===== config.mk =====
export PLATFORM = sky130hd
export DESIGN_NAME = reset_config_strap_sampler
export DESIGN_NICKNAME = d
export VERILOG_FILES = /design/src/core/strap_cfg_pkg.sv /design/src/core/pin_sync.sv /design/src/core/pad_func_sel.sv /design/src/core/reset_config_strap_sampler.sv
export SDC_FILE = /design/constraint.sdc
export NUM_CORES = 1
export LEC_CHECK = 0
export BUFFER_PORTS_ARGS = -buffer_cell sky130_fd_sc_hd__buf_2
export CAP_MARGIN = 0
export CORE_ASPECT_RATIO = 0.8
export CORE_MARGIN = 3
export CORE_UTILIZATION = 48
export DETAILED_ROUTE_END_ITERATION = 16
export PLACE_DENSITY = 0.75
export SYNTH_ARGS = -nofsm -noshare
export SYNTH_HDL_FRONTEND = slang
export SYNTH_SLANG_ARGS = --single-unit

===== constraint.sdc =====
create_clock -name i_mclk -period 1.4 [get_ports i_mclk]
set_input_delay 0.07 -clock i_mclk [delete_from_list [all_inputs] [get_ports i_mclk]]
set_output_delay 0.07 -clock i_mclk [all_outputs]
set_load 0.02 [all_outputs]

===== src/core/strap_cfg_pkg.sv =====
package strap_cfg_pkg;

  // Boot select decode, {boot_source_bit, boot_mode_bit}
  localparam logic [1:0] BOOT_INT_FLASH = 2'h0;
  localparam logic [1:0] BOOT_SERIAL = 2'h1;
  localparam logic [1:0] BOOT_EXT_MEM = 2'h2;
  localparam logic [1:0] BOOT_RESERVED = 2'h3;

  // Reset sources
  localparam logic [2:0] RST_SRC_POWER_ON = 3'h0;
  localparam logic [2:0] RST_SRC_EXTERNAL = 3'h1;
  localparam logic [2:0] RST_SRC_WATCHDOG = 3'h2;
  localparam logic [2:0] RST_SRC_DEBUG_PORT = 3'h3;
  localparam logic [2:0] RST_SRC_SW_EXTERNAL = 3'h4;
  localparam logic [2:0] RST_SRC_SW_SYSTEM = 3'h5;

  // Reset output pulse and the weak-pull latch point before its end
  localparam int RST_PULSE_CYCLES = 16;
  localparam int WKP_LATCH_LEAD_CYCLES = 4;
  localparam int RST_CNT_W = 5;
  localparam logic [RST_CNT_W-1:0] RST_CNT_LAST = 5'h0f;
  localparam logic [RST_CNT_W-1:0] WKP_LATCH_AT = 5'h0b;

  // Reset status field positions
  localparam int RSR_SRC_LSB = 0;
  localparam int RSR_BOOT_MODE = 4;
  localparam int RSR_WKP = 5;
  localparam logic [7:0] RSR_RESET_VALUE = 8'h00;

  // Pad function field
  localparam int PAD_FN_W = 4;
  localparam logic [PAD_FN_W-1:0] PAD_FN_GPIO = 4'h0;
  localparam logic [PAD_FN_W-1:0] PAD_FN_PRIMARY = 4'h1;
  localparam logic [PAD_FN_W-1:0] PAD_FN_ALT1 = 4'h2;
  localparam logic [PAD_FN_W-1:0] PAD_FN_ALT2 = 4'h4;
  localparam logic [PAD_FN_W-1:0] PAD_FN_ALT3 = 4'h8;

  // Widths
  localparam int NUM_TRIG = 4;
  localparam int NUM_IRQ = 16;
  localparam int NUM_PADS = 8;

  // Register port offsets
  localparam logic [3:0] REG_RSR = 4'h0;
  localparam logic [3:0] REG_IRQ_MUX_SEL1 = 4'h1;
  localparam logic [3:0] REG_PAD_CFG_BASE = 4'h8;
  localparam logic [15:0] IRQ_MUX_SEL1_RESET = 16'hffff;

  typedef enum logic [1:0]
  {
    SEQ_IDLE = 2'b00,
    SEQ_PULSE = 2'b01,
    SEQ_DONE = 2'b10
  } seq_state_e;

endpackage : strap_cfg_pkg


===== src/core/pin_sync.sv =====
module pin_sync #(
  parameter int W = 1
) (
  // Clock and reset
  input wire logic i_mclk,
  input wire logic i_arst_n,
  // Asynchronous pins in, synchronised out
  input wire logic [W-1:0] i_async,
  output logic [W-1:0] o_sync
);

  logic [W-1:0] meta;

  // Two stages; only the second reads the first
  always_ff @(posedge i_mclk or negedge i_arst_n)
  begin
    if (!i_arst_n)
    begin
      meta <= '0;
      o_sync <= '0;
    end
    else
    begin
      meta <= i_async;
      o_sync <= meta;
    end
  end

endmodule : pin_sync


===== src/core/pad_func_sel.sv =====
module pad_func_sel (
  // Clock and reset
  input wire logic i_mclk,
  input wire logic i_arst_n,
  // One-hot pad function field
  input wire logic [strap_cfg_pkg::PAD_FN_W-1:0] i_fn,
  // Candidate outputs per function
  input wire logic i_gpio_out,
  input wire logic i_gpio_oe,
  input wire logic i_prim_out,
  input wire logic i_prim_oe,
  input wire logic i_mirror_out,
  // Pad and inbound paths
  input wire logic i_pad_in,
  output logic o_pad_out,
  output logic o_pad_oe,
  output logic o_prim_in,
  output logic o_alt1_in
);

  logic is_gpio;
  logic is_prim;
  logic is_alt1;
  logic is_mirror;
  logic next_out;
  logic next_oe;

  // Non one-hot codes and ALT3 fall back to GPIO
  assign is_prim = i_fn == strap_cfg_pkg::PAD_FN_PRIMARY;
  assign is_alt1 = i_fn == strap_cfg_pkg::PAD_FN_ALT1;
  assign is_mirror = i_fn == strap_cfg_pkg::PAD_FN_ALT2;
  assign is_gpio = !(is_prim || is_alt1 || is_mirror);
  assign next_out = is_prim ? i_prim_out : (is_mirror ? i_mirror_out : i_gpio_out);
  assign next_oe = is_prim ? i_prim_oe : (is_mirror ? 1'b1 : (is_gpio & i_gpio_oe));

  // Registered pad drive
  always_ff @(posedge i_mclk or negedge i_arst_n)
  begin
    if (!i_arst_n)
    begin
      o_pad_out <= 1'b0;
      o_pad_oe <= 1'b0;
      o_prim_in <= 1'b0;
      o_alt1_in <= 1'b0;
    end
    else
    begin
      o_pad_out <= next_out;
      o_pad_oe <= next_oe;
      o_prim_in <= is_prim & i_pad_in;
      // Mirror function has no inbound path
      o_alt1_in <= is_alt1 & i_pad_in;
    end
  end

endmodule : pad_func_sel


===== src/core/reset_config_strap_sampler.sv =====
// The strobed register port and the address map were chosen for this implementation.
module reset_config_strap_sampler #(
  parameter bit HAS_EXT_BUS = 1'b1
) (
  // Clock and reset
  input wire logic i_mclk,
  input wire logic i_arst_n,
  // Reset request and its source
  input wire logic i_reset_req,
  input wire logic [2:0] i_reset_src,
  // Strap pins
  input wire logic [1:0] i_boot_select_straps,
  input wire logic i_weak_pull_select_strap,
  // Reset output pin
  output logic o_reset_output_pin,
  // Boot configuration
  output logic o_boot_source_bit,
  output logic o_boot_mode_bit,
  output logic [1:0] o_boot_code,
  output logic o_boot_serial,
  output logic o_boot_ext_mem,
  output logic o_boot_invalid,
  output logic o_boot_valid,
  // Timer pad weak pulls
  output logic o_weak_pullup_en,
  output logic o_weak_pulldown_en,
  // Conversion triggers
  input wire logic [strap_cfg_pkg::NUM_TRIG-1:0] i_conversion_trigger_input,
  output logic [strap_cfg_pkg::NUM_TRIG-1:0] o_queue_trigger,
  // Interrupt pins, alternate sources, mux out
  input wire logic [strap_cfg_pkg::NUM_IRQ-1:0] i_irq_pin,
  input wire logic [strap_cfg_pkg::NUM_IRQ-1:0] i_irq_alt,
  output logic [strap_cfg_pkg::NUM_IRQ-1:0] o_siu_irq,
  // Register port
  input wire logic [3:0] i_addr,
  input wire logic [15:0] i_wdata,
  input wire logic i_wr,
  input wire logic i_rd,
  output logic [15:0] o_rdata,
  // Demonstration pad with mirrored channel
  input wire logic i_pad_in,
  input wire logic i_gpio_out,
  input wire logic i_gpio_oe,
  input wire logic i_chan_out,
  input wire logic i_chan_oe,
  input wire logic i_mirrored_channel_output,
  output logic o_pad_out,
  output logic o_pad_oe,
  output logic o_chan_in,
  output logic o_irq_pad_in
);

  strap_cfg_pkg::seq_state_e state;
  strap_cfg_pkg::seq_state_e next_state;
  logic [strap_cfg_pkg::RST_CNT_W-1:0] cnt;
  logic [1:0] boot_sync;
  logic wkp_sync;
  logic [strap_cfg_pkg::NUM_TRIG-1:0] trig_sync;
  logic [strap_cfg_pkg::NUM_IRQ-1:0] irq_sync;
  logic [2:0] src;
  logic wkp_latched;
  logic boot_mode;
  logic boot_src;
  logic [15:0] irq_mux_sel1;
  logic [strap_cfg_pkg::PAD_FN_W-1:0] pad_fn [strap_cfg_pkg::NUM_PADS];
  logic [7:0] reset_status_reg;
  logic [15:0] next_rdata;
  logic in_pulse;
  logic at_wkp_latch;
  logic at_end;
  logic pull_live;
  logic keep_wkp;
  logic next_boot_src;
  logic [1:0] boot_code;
  logic pad_wr;
  logic pad_irq_in;

  // Decode a boot code into its boot kind
  function automatic logic is_code(input logic [1:0] code, input logic [1:0] kind);
    is_code = code == kind;
  endfunction : is_code

  // Pin synchronisers; straps, triggers and interrupt pins share one chain
  pin_sync #(
    .W(3 + strap_cfg_pkg::NUM_TRIG + strap_cfg_pkg::NUM_IRQ)
  ) u_sync (
    .i_mclk(i_mclk),
    .i_arst_n(i_arst_n),
    .i_async({i_boot_select_straps, i_weak_pull_select_strap,
      i_conversion_trigger_input, i_irq_pin}),
    .o_sync({boot_sync, wkp_sync, trig_sync, irq_sync})
  );

  // Sequence decode
  assign in_pulse = state == strap_cfg_pkg::SEQ_PULSE;
  assign at_wkp_latch = in_pulse && cnt == strap_cfg_pkg::WKP_LATCH_AT;
  assign at_end = in_pulse && cnt == strap_cfg_pkg::RST_CNT_LAST;
  // Pulls follow the live strap only while the pin stays asserted
  assign pull_live = in_pulse && !at_end;
  // Debug port and software external resets keep old weak-pull value
  assign keep_wkp = src == strap_cfg_pkg::RST_SRC_DEBUG_PORT ||
    src == strap_cfg_pkg::RST_SRC_SW_EXTERNAL;
  // No external bus: source bit forced low
  assign next_boot_src = HAS_EXT_BUS ? boot_sync[1] : 1'b0;
  assign boot_code = {boot_src, boot_mode};

  // Next state
  always_comb
  begin
    next_state = state;
    case (state)
      strap_cfg_pkg::SEQ_IDLE: next_state = strap_cfg_pkg::SEQ_PULSE;
      strap_cfg_pkg::SEQ_PULSE: next_state = at_end ? strap_cfg_pkg::SEQ_DONE : state;
      strap_cfg_pkg::SEQ_DONE: next_state = i_reset_req ? strap_cfg_pkg::SEQ_PULSE : state;
      default: next_state = strap_cfg_pkg::SEQ_IDLE;
    endcase
  end

  // Sequencer and pulse counter
  always_ff @(posedge i_mclk or negedge i_arst_n)
  begin
    if (!i_arst_n)
    begin
      state <= strap_cfg_pkg::SEQ_IDLE;
      cnt <= '0;
      src <= strap_cfg_pkg::RST_SRC_POWER_ON;
    end
    else
    begin
      state <= next_state;
      cnt <= in_pulse ? cnt + 5'h01 : '0;
      if (state == strap_cfg_pkg::SEQ_DONE && i_reset_req)
      begin
        src <= i_reset_src;
      end
    end
  end

  // Reset output pin; held during the pulse
  always_ff @(posedge i_mclk or negedge i_arst_n)
  begin
    if (!i_arst_n)
    begin
      o_reset_output_pin <= 1'b1;
    end
    else
    begin
      o_reset_output_pin <= next_state == strap_cfg_pkg::SEQ_PULSE ||
        next_state == strap_cfg_pkg::SEQ_IDLE;
    end
  end

  // Strap capture, held until next pulse
  always_ff @(posedge i_mclk or negedge i_arst_n)
  begin
    if (!i_arst_n)
    begin
      boot_mode <= 1'b0;
      boot_src <= 1'b0;
      wkp_latched <= 1'b0;
    end
    else
    begin
      if (in_pulse)
      begin
        boot_mode <= boot_sync[0];
        boot_src <= next_boot_src;
      end
      if (at_wkp_latch && !keep_wkp)
      begin
        wkp_latched <= wkp_sync;
      end
    end
  end

  // Status word and register writes
  assign reset_status_reg = {2'h0, wkp_latched, boot_mode, 1'b0, src};
  assign pad_wr = i_wr && i_addr[3];

  always_ff @(posedge i_mclk or negedge i_arst_n)
  begin
    if (!i_arst_n)
    begin
      irq_mux_sel1 <= strap_cfg_pkg::IRQ_MUX_SEL1_RESET;
      for (int i = 0; i < strap_cfg_pkg::NUM_PADS; i++)
      begin
        pad_fn[i] <= strap_cfg_pkg::PAD_FN_GPIO;
      end
    end
    else
    begin
      if (i_wr && i_addr == strap_cfg_pkg::REG_IRQ_MUX_SEL1)
      begin
        irq_mux_sel1 <= i_wdata;
      end
      if (pad_wr)
      begin
        pad_fn[i_addr[2:0]] <= i_wdata[strap_cfg_pkg::PAD_FN_W-1:0];
      end
    end
  end

  // Read mux; unmapped reads zero
  always_comb
  begin
    next_rdata = 16'h0000;
    if (i_addr == strap_cfg_pkg::REG_RSR)
    begin
      next_rdata = {8'h00, reset_status_reg};
    end
    else if (i_addr == strap_cfg_pkg::REG_IRQ_MUX_SEL1)
    begin
      next_rdata = irq_mux_sel1;
    end
    else if (i_addr[3])
    begin
      next_rdata = {12'h000, pad_fn[i_addr[2:0]]};
    end
  end

  // Registered outputs
  always_ff @(posedge i_mclk or negedge i_arst_n)
  begin
    if (!i_arst_n)
    begin
      o_rdata <= 16'h0000;
      o_boot_source_bit <= 1'b0;
      o_boot_mode_bit <= 1'b0;
      o_boot_code <= strap_cfg_pkg::BOOT_INT_FLASH;
      o_boot_serial <= 1'b0;
      o_boot_ext_mem <= 1'b0;
      o_boot_invalid <= 1'b0;
      o_boot_valid <= 1'b0;
      o_weak_pullup_en <= 1'b0;
      o_weak_pulldown_en <= 1'b0;
      o_queue_trigger <= '0;
      o_siu_irq <= '0;
    end
    else
    begin
      o_rdata <= i_rd ? next_rdata : 16'h0000;
      o_boot_source_bit <= boot_src;
      o_boot_mode_bit <= boot_mode;
      o_boot_code <= boot_code;
      o_boot_serial <= is_code(boot_code, strap_cfg_pkg::BOOT_SERIAL);
      o_boot_ext_mem <= is_code(boot_code, strap_cfg_pkg::BOOT_EXT_MEM);
      o_boot_invalid <= is_code(boot_code, strap_cfg_pkg::BOOT_RESERVED);
      o_boot_valid <= state == strap_cfg_pkg::SEQ_DONE;
      // Live strap during the pulse; latched value from the pin's drop, so no late glitch
      o_weak_pullup_en <= pull_live ? wkp_sync : wkp_latched;
      o_weak_pulldown_en <= pull_live ? !wkp_sync : !wkp_latched;
      o_queue_trigger <= trig_sync;
      o_siu_irq <= (irq_mux_sel1 & irq_sync) | (~irq_mux_sel1 & i_irq_alt);
    end
  end

  assign o_irq_pad_in = pad_irq_in;

  // Pad 0: channel, irq, mirrored channel, GPIO
  pad_func_sel u_pad0 (
    .i_mclk(i_mclk),
    .i_arst_n(i_arst_n),
    .i_fn(pad_fn[0]),
    .i_gpio_out(i_gpio_out),
    .i_gpio_oe(i_gpio_oe),
    .i_prim_out(i_chan_out),
    .i_prim_oe(i_chan_oe),
    .i_mirror_out(i_mirrored_channel_output),
    .i_pad_in(i_pad_in),
    .o_pad_out(o_pad_out),
    .o_pad_oe(o_pad_oe),
    .o_prim_in(o_chan_in),
    .o_alt1_in(pad_irq_in)
  );

endmodule : reset_config_strap_sampler


Word-level counts from Yosys, hierarchy flattened --
Cells that the tools add are included.
Word-level totals: bits in registers 158, output and inout port bits 51
Operators by class: $add $sub $neg 1, order comparisons 2, equality and inequality tests 14, mux-type cells 20, bitwise logic cells 8, reductions and logical operators 20
Operators with widths (count):
- two-way mux 16 bit | 3
- bitwise AND 16 bit | 2
- bitwise mux 32 bit | 1
- two-way mux 4 bit | 4
- NOT 16 bit | 1
- bitwise OR 16 bit | 1
- binary-select mux 4 bit (select 3 bit) | 1
- demux 4 bit (select 3 bit) | 1
- == test 5 x 4 -> 1 bit, second input constant | 2
- == test 4 x 1 -> 1 bit, second input constant | 2
- logical AND 1 bit | 8
- == test 2 x 1 -> 1 bit, second input constant | 3
- == test 2 bit, second input constant | 3
- two-way mux 1 bit | 6
- case mux 2 bit (3 select lines) | 1
- adder 5 x 1 -> 5 bit, second input constant | 1
- logical NOT 1 bit | 5
- two-way mux 5 bit | 1
- == test 4 x 2 -> 1 bit, second input constant | 1
- == test 4 x 3 -> 1 bit, second input constant | 1
- >= comparator 4 bit, second input constant | 1
- logical NOT 2 bit | 2
- logical NOT 4 bit | 1
- logical OR 1 bit | 4
- 6 further kinds | 9

Depth between registers and ports, before layout --
depth in word-level cells 8, mapped depth 6, mapped depth without buffers 6

Hierarchy --
A second synthesis with hierarchy kept.
Unflattened totals: cells, all modules 353, area, all modules 5617.9 um2
Modules (own cells, without submodules):
- reset_config_strap_sampler | instances 1, cells each 285, area an instance 4256.6 um2
- pin_sync | instances 1, cells each 46, area an instance 1151.1 um2
- pad_func_sel | instances 1, cells each 22, area an instance 210.2 um2

Worst setup path after synthesis --
No wires, ideal clock.
kind reg2reg, from register cnt[0] in the netlist's numbering, to register o_weak_pullup_en, library setup time 0.121 ns, data arrival time 1.337 ns, data required time 1.279 ns, path slack -0.058 ns, cell stages (with the launch flop) 7, path buffers 0, cell sequence dfrtp_1 > ha_1 > and3_1 > ha_1 > nor2_1 > mux2i_1 > inv_1
On the way: longest elaborated chain between the ends 5
RTL lines:
- start: declaration | line reset_config_strap_sampler.sv:55 | logic [strap_cfg_pkg::RST_CNT_W-1:0] cnt;
- start signal: assignment | line reset_config_strap_sampler.sv:131 | cnt <= in_pulse ? cnt + 5'h01 : '0;
- == test 5 x 4 -> 1 bit | line reset_config_strap_sampler.sv:97 | assign at_end = in_pulse && cnt == strap_cfg_pkg::RST_CNT_LAST;
- logical AND 1 bit | line reset_config_strap_sampler.sv:97
- logical NOT 1 bit | line reset_config_strap_sampler.sv:99 | assign pull_live = in_pulse && !at_end;
- logical AND 1 bit | line reset_config_strap_sampler.sv:99
- two-way mux 1 bit | line reset_config_strap_sampler.sv:250 | o_weak_pullup_en <= pull_live ? wkp_sync : wkp_latched;
- end signal: assignment | line reset_config_strap_sampler.sv:250
- end: declaration | line reset_config_strap_sampler.sv:25 | output logic o_weak_pullup_en,
No other way between the ends. A chain may end at the register's enable or synchronous reset.

Worst setup path after layout --
Ends and elaborated chain as after synthesis.

==> summary.txt <==
run status - complete, but fails checks
violated checks - negative setup slack
crit path DAT - 1760 ps
RSZ-0062 raised after global routing - yes
clk sinks - 156
grt ovf - 0
syn_nets - 436
Pleak - 3.81 nW
Slew Limit Headroom - 75.4%
clock transition at the registers of the reported paths - 60 ps
Die Y-Extent - 104 um
NumNets Final - 651
H-tree depth - 4
Max Clk Rate - 682 MHz
io pins - 124
period utilization - 105%
Final Hold Fails - 0
All-Layer GR Usage - 20.3%
Post-synth top flop - dfrtp_1
FF+latch area - 3930 um2
WS Path Type - reg2reg
Max VDD drop - 0.966 mV
Post-Synthesis Cells - 361
Fill cells - 749
Critical Path Slowest Stage Cell - dfrtp_1
Max-Cap Viols - 0
share of post-route cells with drive strength above 1 - 49.4%
Hold Crit Class - in2reg
Pre-antenna DRT Iters - 4
combinational group share of total power - 18.5%
Post-synth EDFFs - 0
Die ar. - 13,300 um2
CTS max path bufs - 2
vias - 3,747
Syn. warnings - 0
Seq/Total Area, Yosys - 68.5%
Starting Density - 49.4%
first-pass GRT wire length - 20.9 mm
CP peak stage delay - 390 ps
crit path launch type - flip-flop
routed len/inst - 17.5 um
vias in the first global route - 4,170
pwr dens - 1580 nW/um2
DR vias/cell - 5.08
Synth async-reset ratio - 100%
CTS tree - built
Multi-input gate area - 1750 um2
count of cell types in the netlist - 50
Setup Viol. Count Final - 3
DPL Wire Length - 8.10 mm
residual DRC count - 0
final slew viol count - 0
Total Power - 12.5 mW
number of antenna violations at the first check in global routing - 0
sequential share of power - 45.8%
Core Rows - 35
Worst Skew - 7.75 ps
synthesized cell area - 5730 um2
GP Congestion - 0.823
DR iter-0 viols - 186
syn_area_per_cell - 15.9 um2
PortBufs - 123
Power Internal - 9.08 mW
Seq cells post-synth - 156
wirelength, routed - 12.9 mm
Root Buffer - clkbuf_16
Clock Power Share - 35.7%
number of nets with antenna violations after routing - 0
core area - 11,600 um2
Worst Path Required - 1690 ps
Synth-to-Final Area Change - 38.2%
sw frac - 27.6%
Final Critical Period - 1470 ps
setup ws final - -66.0 ps
worst skew pair latency - 410 ps
CP endpoint kind - flip-flop
ANT cells - 0
crit-path cells - ha_2 -> and3_4 -> ha_4 -> nor2_4 -> mux2i_2 -> inv_1
Worst Max-Slew Pin Slew - 367 ps
largest net degree at the start of global routing - 45
CTS Buf Count - 17
Psw - 3.45 mW
CP max FO - 3
Die X - 128 um
DP Worst Slack - -66.1 ps
-- placed cells by master, fill, tap and decap left out, types with 7 or more instances in the layout --
master and instances:
dfrtp_1 139, buf_2 122, mux2_2 63, dlygate4sd3_1 59, buf_4 21, nor2_1 20, clkbuf_16 17, dfstp_2 17
mux2i_1 11, and3_1 10, mux2_4 10, nand2_1 8, inv_1 7
-- what timing repair did --
| action | in CTS | in global routing |
|---|---|---|
| endpoints found under the setup margin | 4 | 8 |
| setup buffers | 2 | 1 |
| hold buffers | 59 | 0 |
| gates resized for setup | 6 | 9 |
| pin swaps | 4 | 3 |
| hold endpoints to repair | 201 | 0 |
-- cells by family after synthesis --
| family | count (synthesis) | synth area share, % |
|---|---|---|
| AO/OA/AOI/OAI | 24 | 3.04 |
| XOR/XNOR | 2 | 0.306 |
| adder cells (fa/ha/maj) | 2 | 0.437 |
| buffers and inverters | 19 | 2.01 |
| flip-flops | 156 | 68.5 |
| multiplexers | 89 | 18.5 |
| AND/OR/NAND/NOR | 69 | 7.16 |
-- layout make-up --
class / count / area share, %
well taps: 148 / 2.34
clock buffers: 19 / 5.59
clock inverters: 13 / 1.67
repair buffers: 208 / 18.3
inverters: 7 / 0.332
multi-input cells: 186 / 22.2
flip-flops and latches: 156 / 49.6
-- path summary, 6_finish.rpt --
check	from	to	cells past startpoint	slack [ps]
min in group asynchronous	i_arst_n	o_queue_trigger[1]$_DFF_PN0_	2	110
max in group asynchronous	i_arst_n	irq_mux_sel1[13]$_DFFE_PN1P_	3	690
worst min-delay path	i_mirrored_channel_output	u_pad0.o_pad_out$_DFF_PN0_	3	30
worst max-delay path	cnt[0]$_DFF_PN0_	o_weak_pullup_en$_DFF_PN0_	6	-70
worst min register to register	u_sync.o_sync[19]$_DFF_PN0_	o_queue_trigger[3]$_DFF_PN0_	0	350
worst max register to register	cnt[0]$_DFF_PN0_	o_weak_pullup_en$_DFF_PN0_	6	-70
-- power by group through the flow --
stage / Sequential (mW) / Clock (mW) / Combinational, mW
2_1_floorplan: 5.91 / 0 / 1.08
3_3_place_gp: 5.75 / 0 / 1.96
3_5_place_dp: 5.78 / 0 / 2.04
4_1_cts: 5.72 / 4.54 / 2.23
5_1_grt: 5.83 / 4.74 / 2.51
6_report: 5.74 / 4.47 / 2.32
-- synth_stat cells (3+ instances only) --
library cell	number	area, um2
dfrtp_1	139	3480
mux2_2	63	709
nor2_1	21	78.8
dfstp_2	17	447
mux2i_1	12	120
and3_1	11	68.8
mux2_4	10	150
nand2_1	9	33.8
inv_1	7	26.3
nand2b_1	7	43.8
buf_6	4	45.0
a21oi_1	3	15.0
buf_4	3	22.5
clkbuf_1	3	11.3
nor2b_1	3	18.8
nor3_1	3	15.0
o22a_1	3	26.3
o22ai_1	3	18.8
-- per-layer routing --
metal	global-route usage [%]	wire, um
met1	25.8	5410
met2	33.4	6470
met3	6.03	833
met4	6.52	175
met5	0	0
-- worst max-delay path: cells and delay by family, from the launching register on --
kind	cells	cell delay (ps)
multiplexers	1	230
buffers and inverters	1	70
flip-flops	1	390
adder cells (fa/ha/maj)	2	380
AND/OR/NAND/NOR	2	280
-- flip-flops by register name (all words and copies together), names as in the netlist, 3 cells and up --
| register | cells |
|---|---|
| o_queue_trigger | 4 |
| u_sync.meta | 23 |
| o_rdata | 16 |
| o_siu_irq | 16 |
| pad_fn | 32 |
| src | 3 |
| cnt | 5 |
| irq_mux_sel1 | 16 |
| u_sync.o_sync | 23 |
-- stage by stage --
step                      TNS, ps  util [%]  area (um2)  hold WS (ps)  std cells
final                        -141      68.2        7920          29.1        737
after global routing         -537      68.2        7920          28.4        737
after CTS                    -135      67.9        7880          11.7        736
after detailed placement    -70.4      57.5        6670         -16.0        643
after global placement      -29.7      57.5        6670         -21.6        643
after floorplan             -8.39         -        5740          -226        361
(Power assumes the default switching activity.)
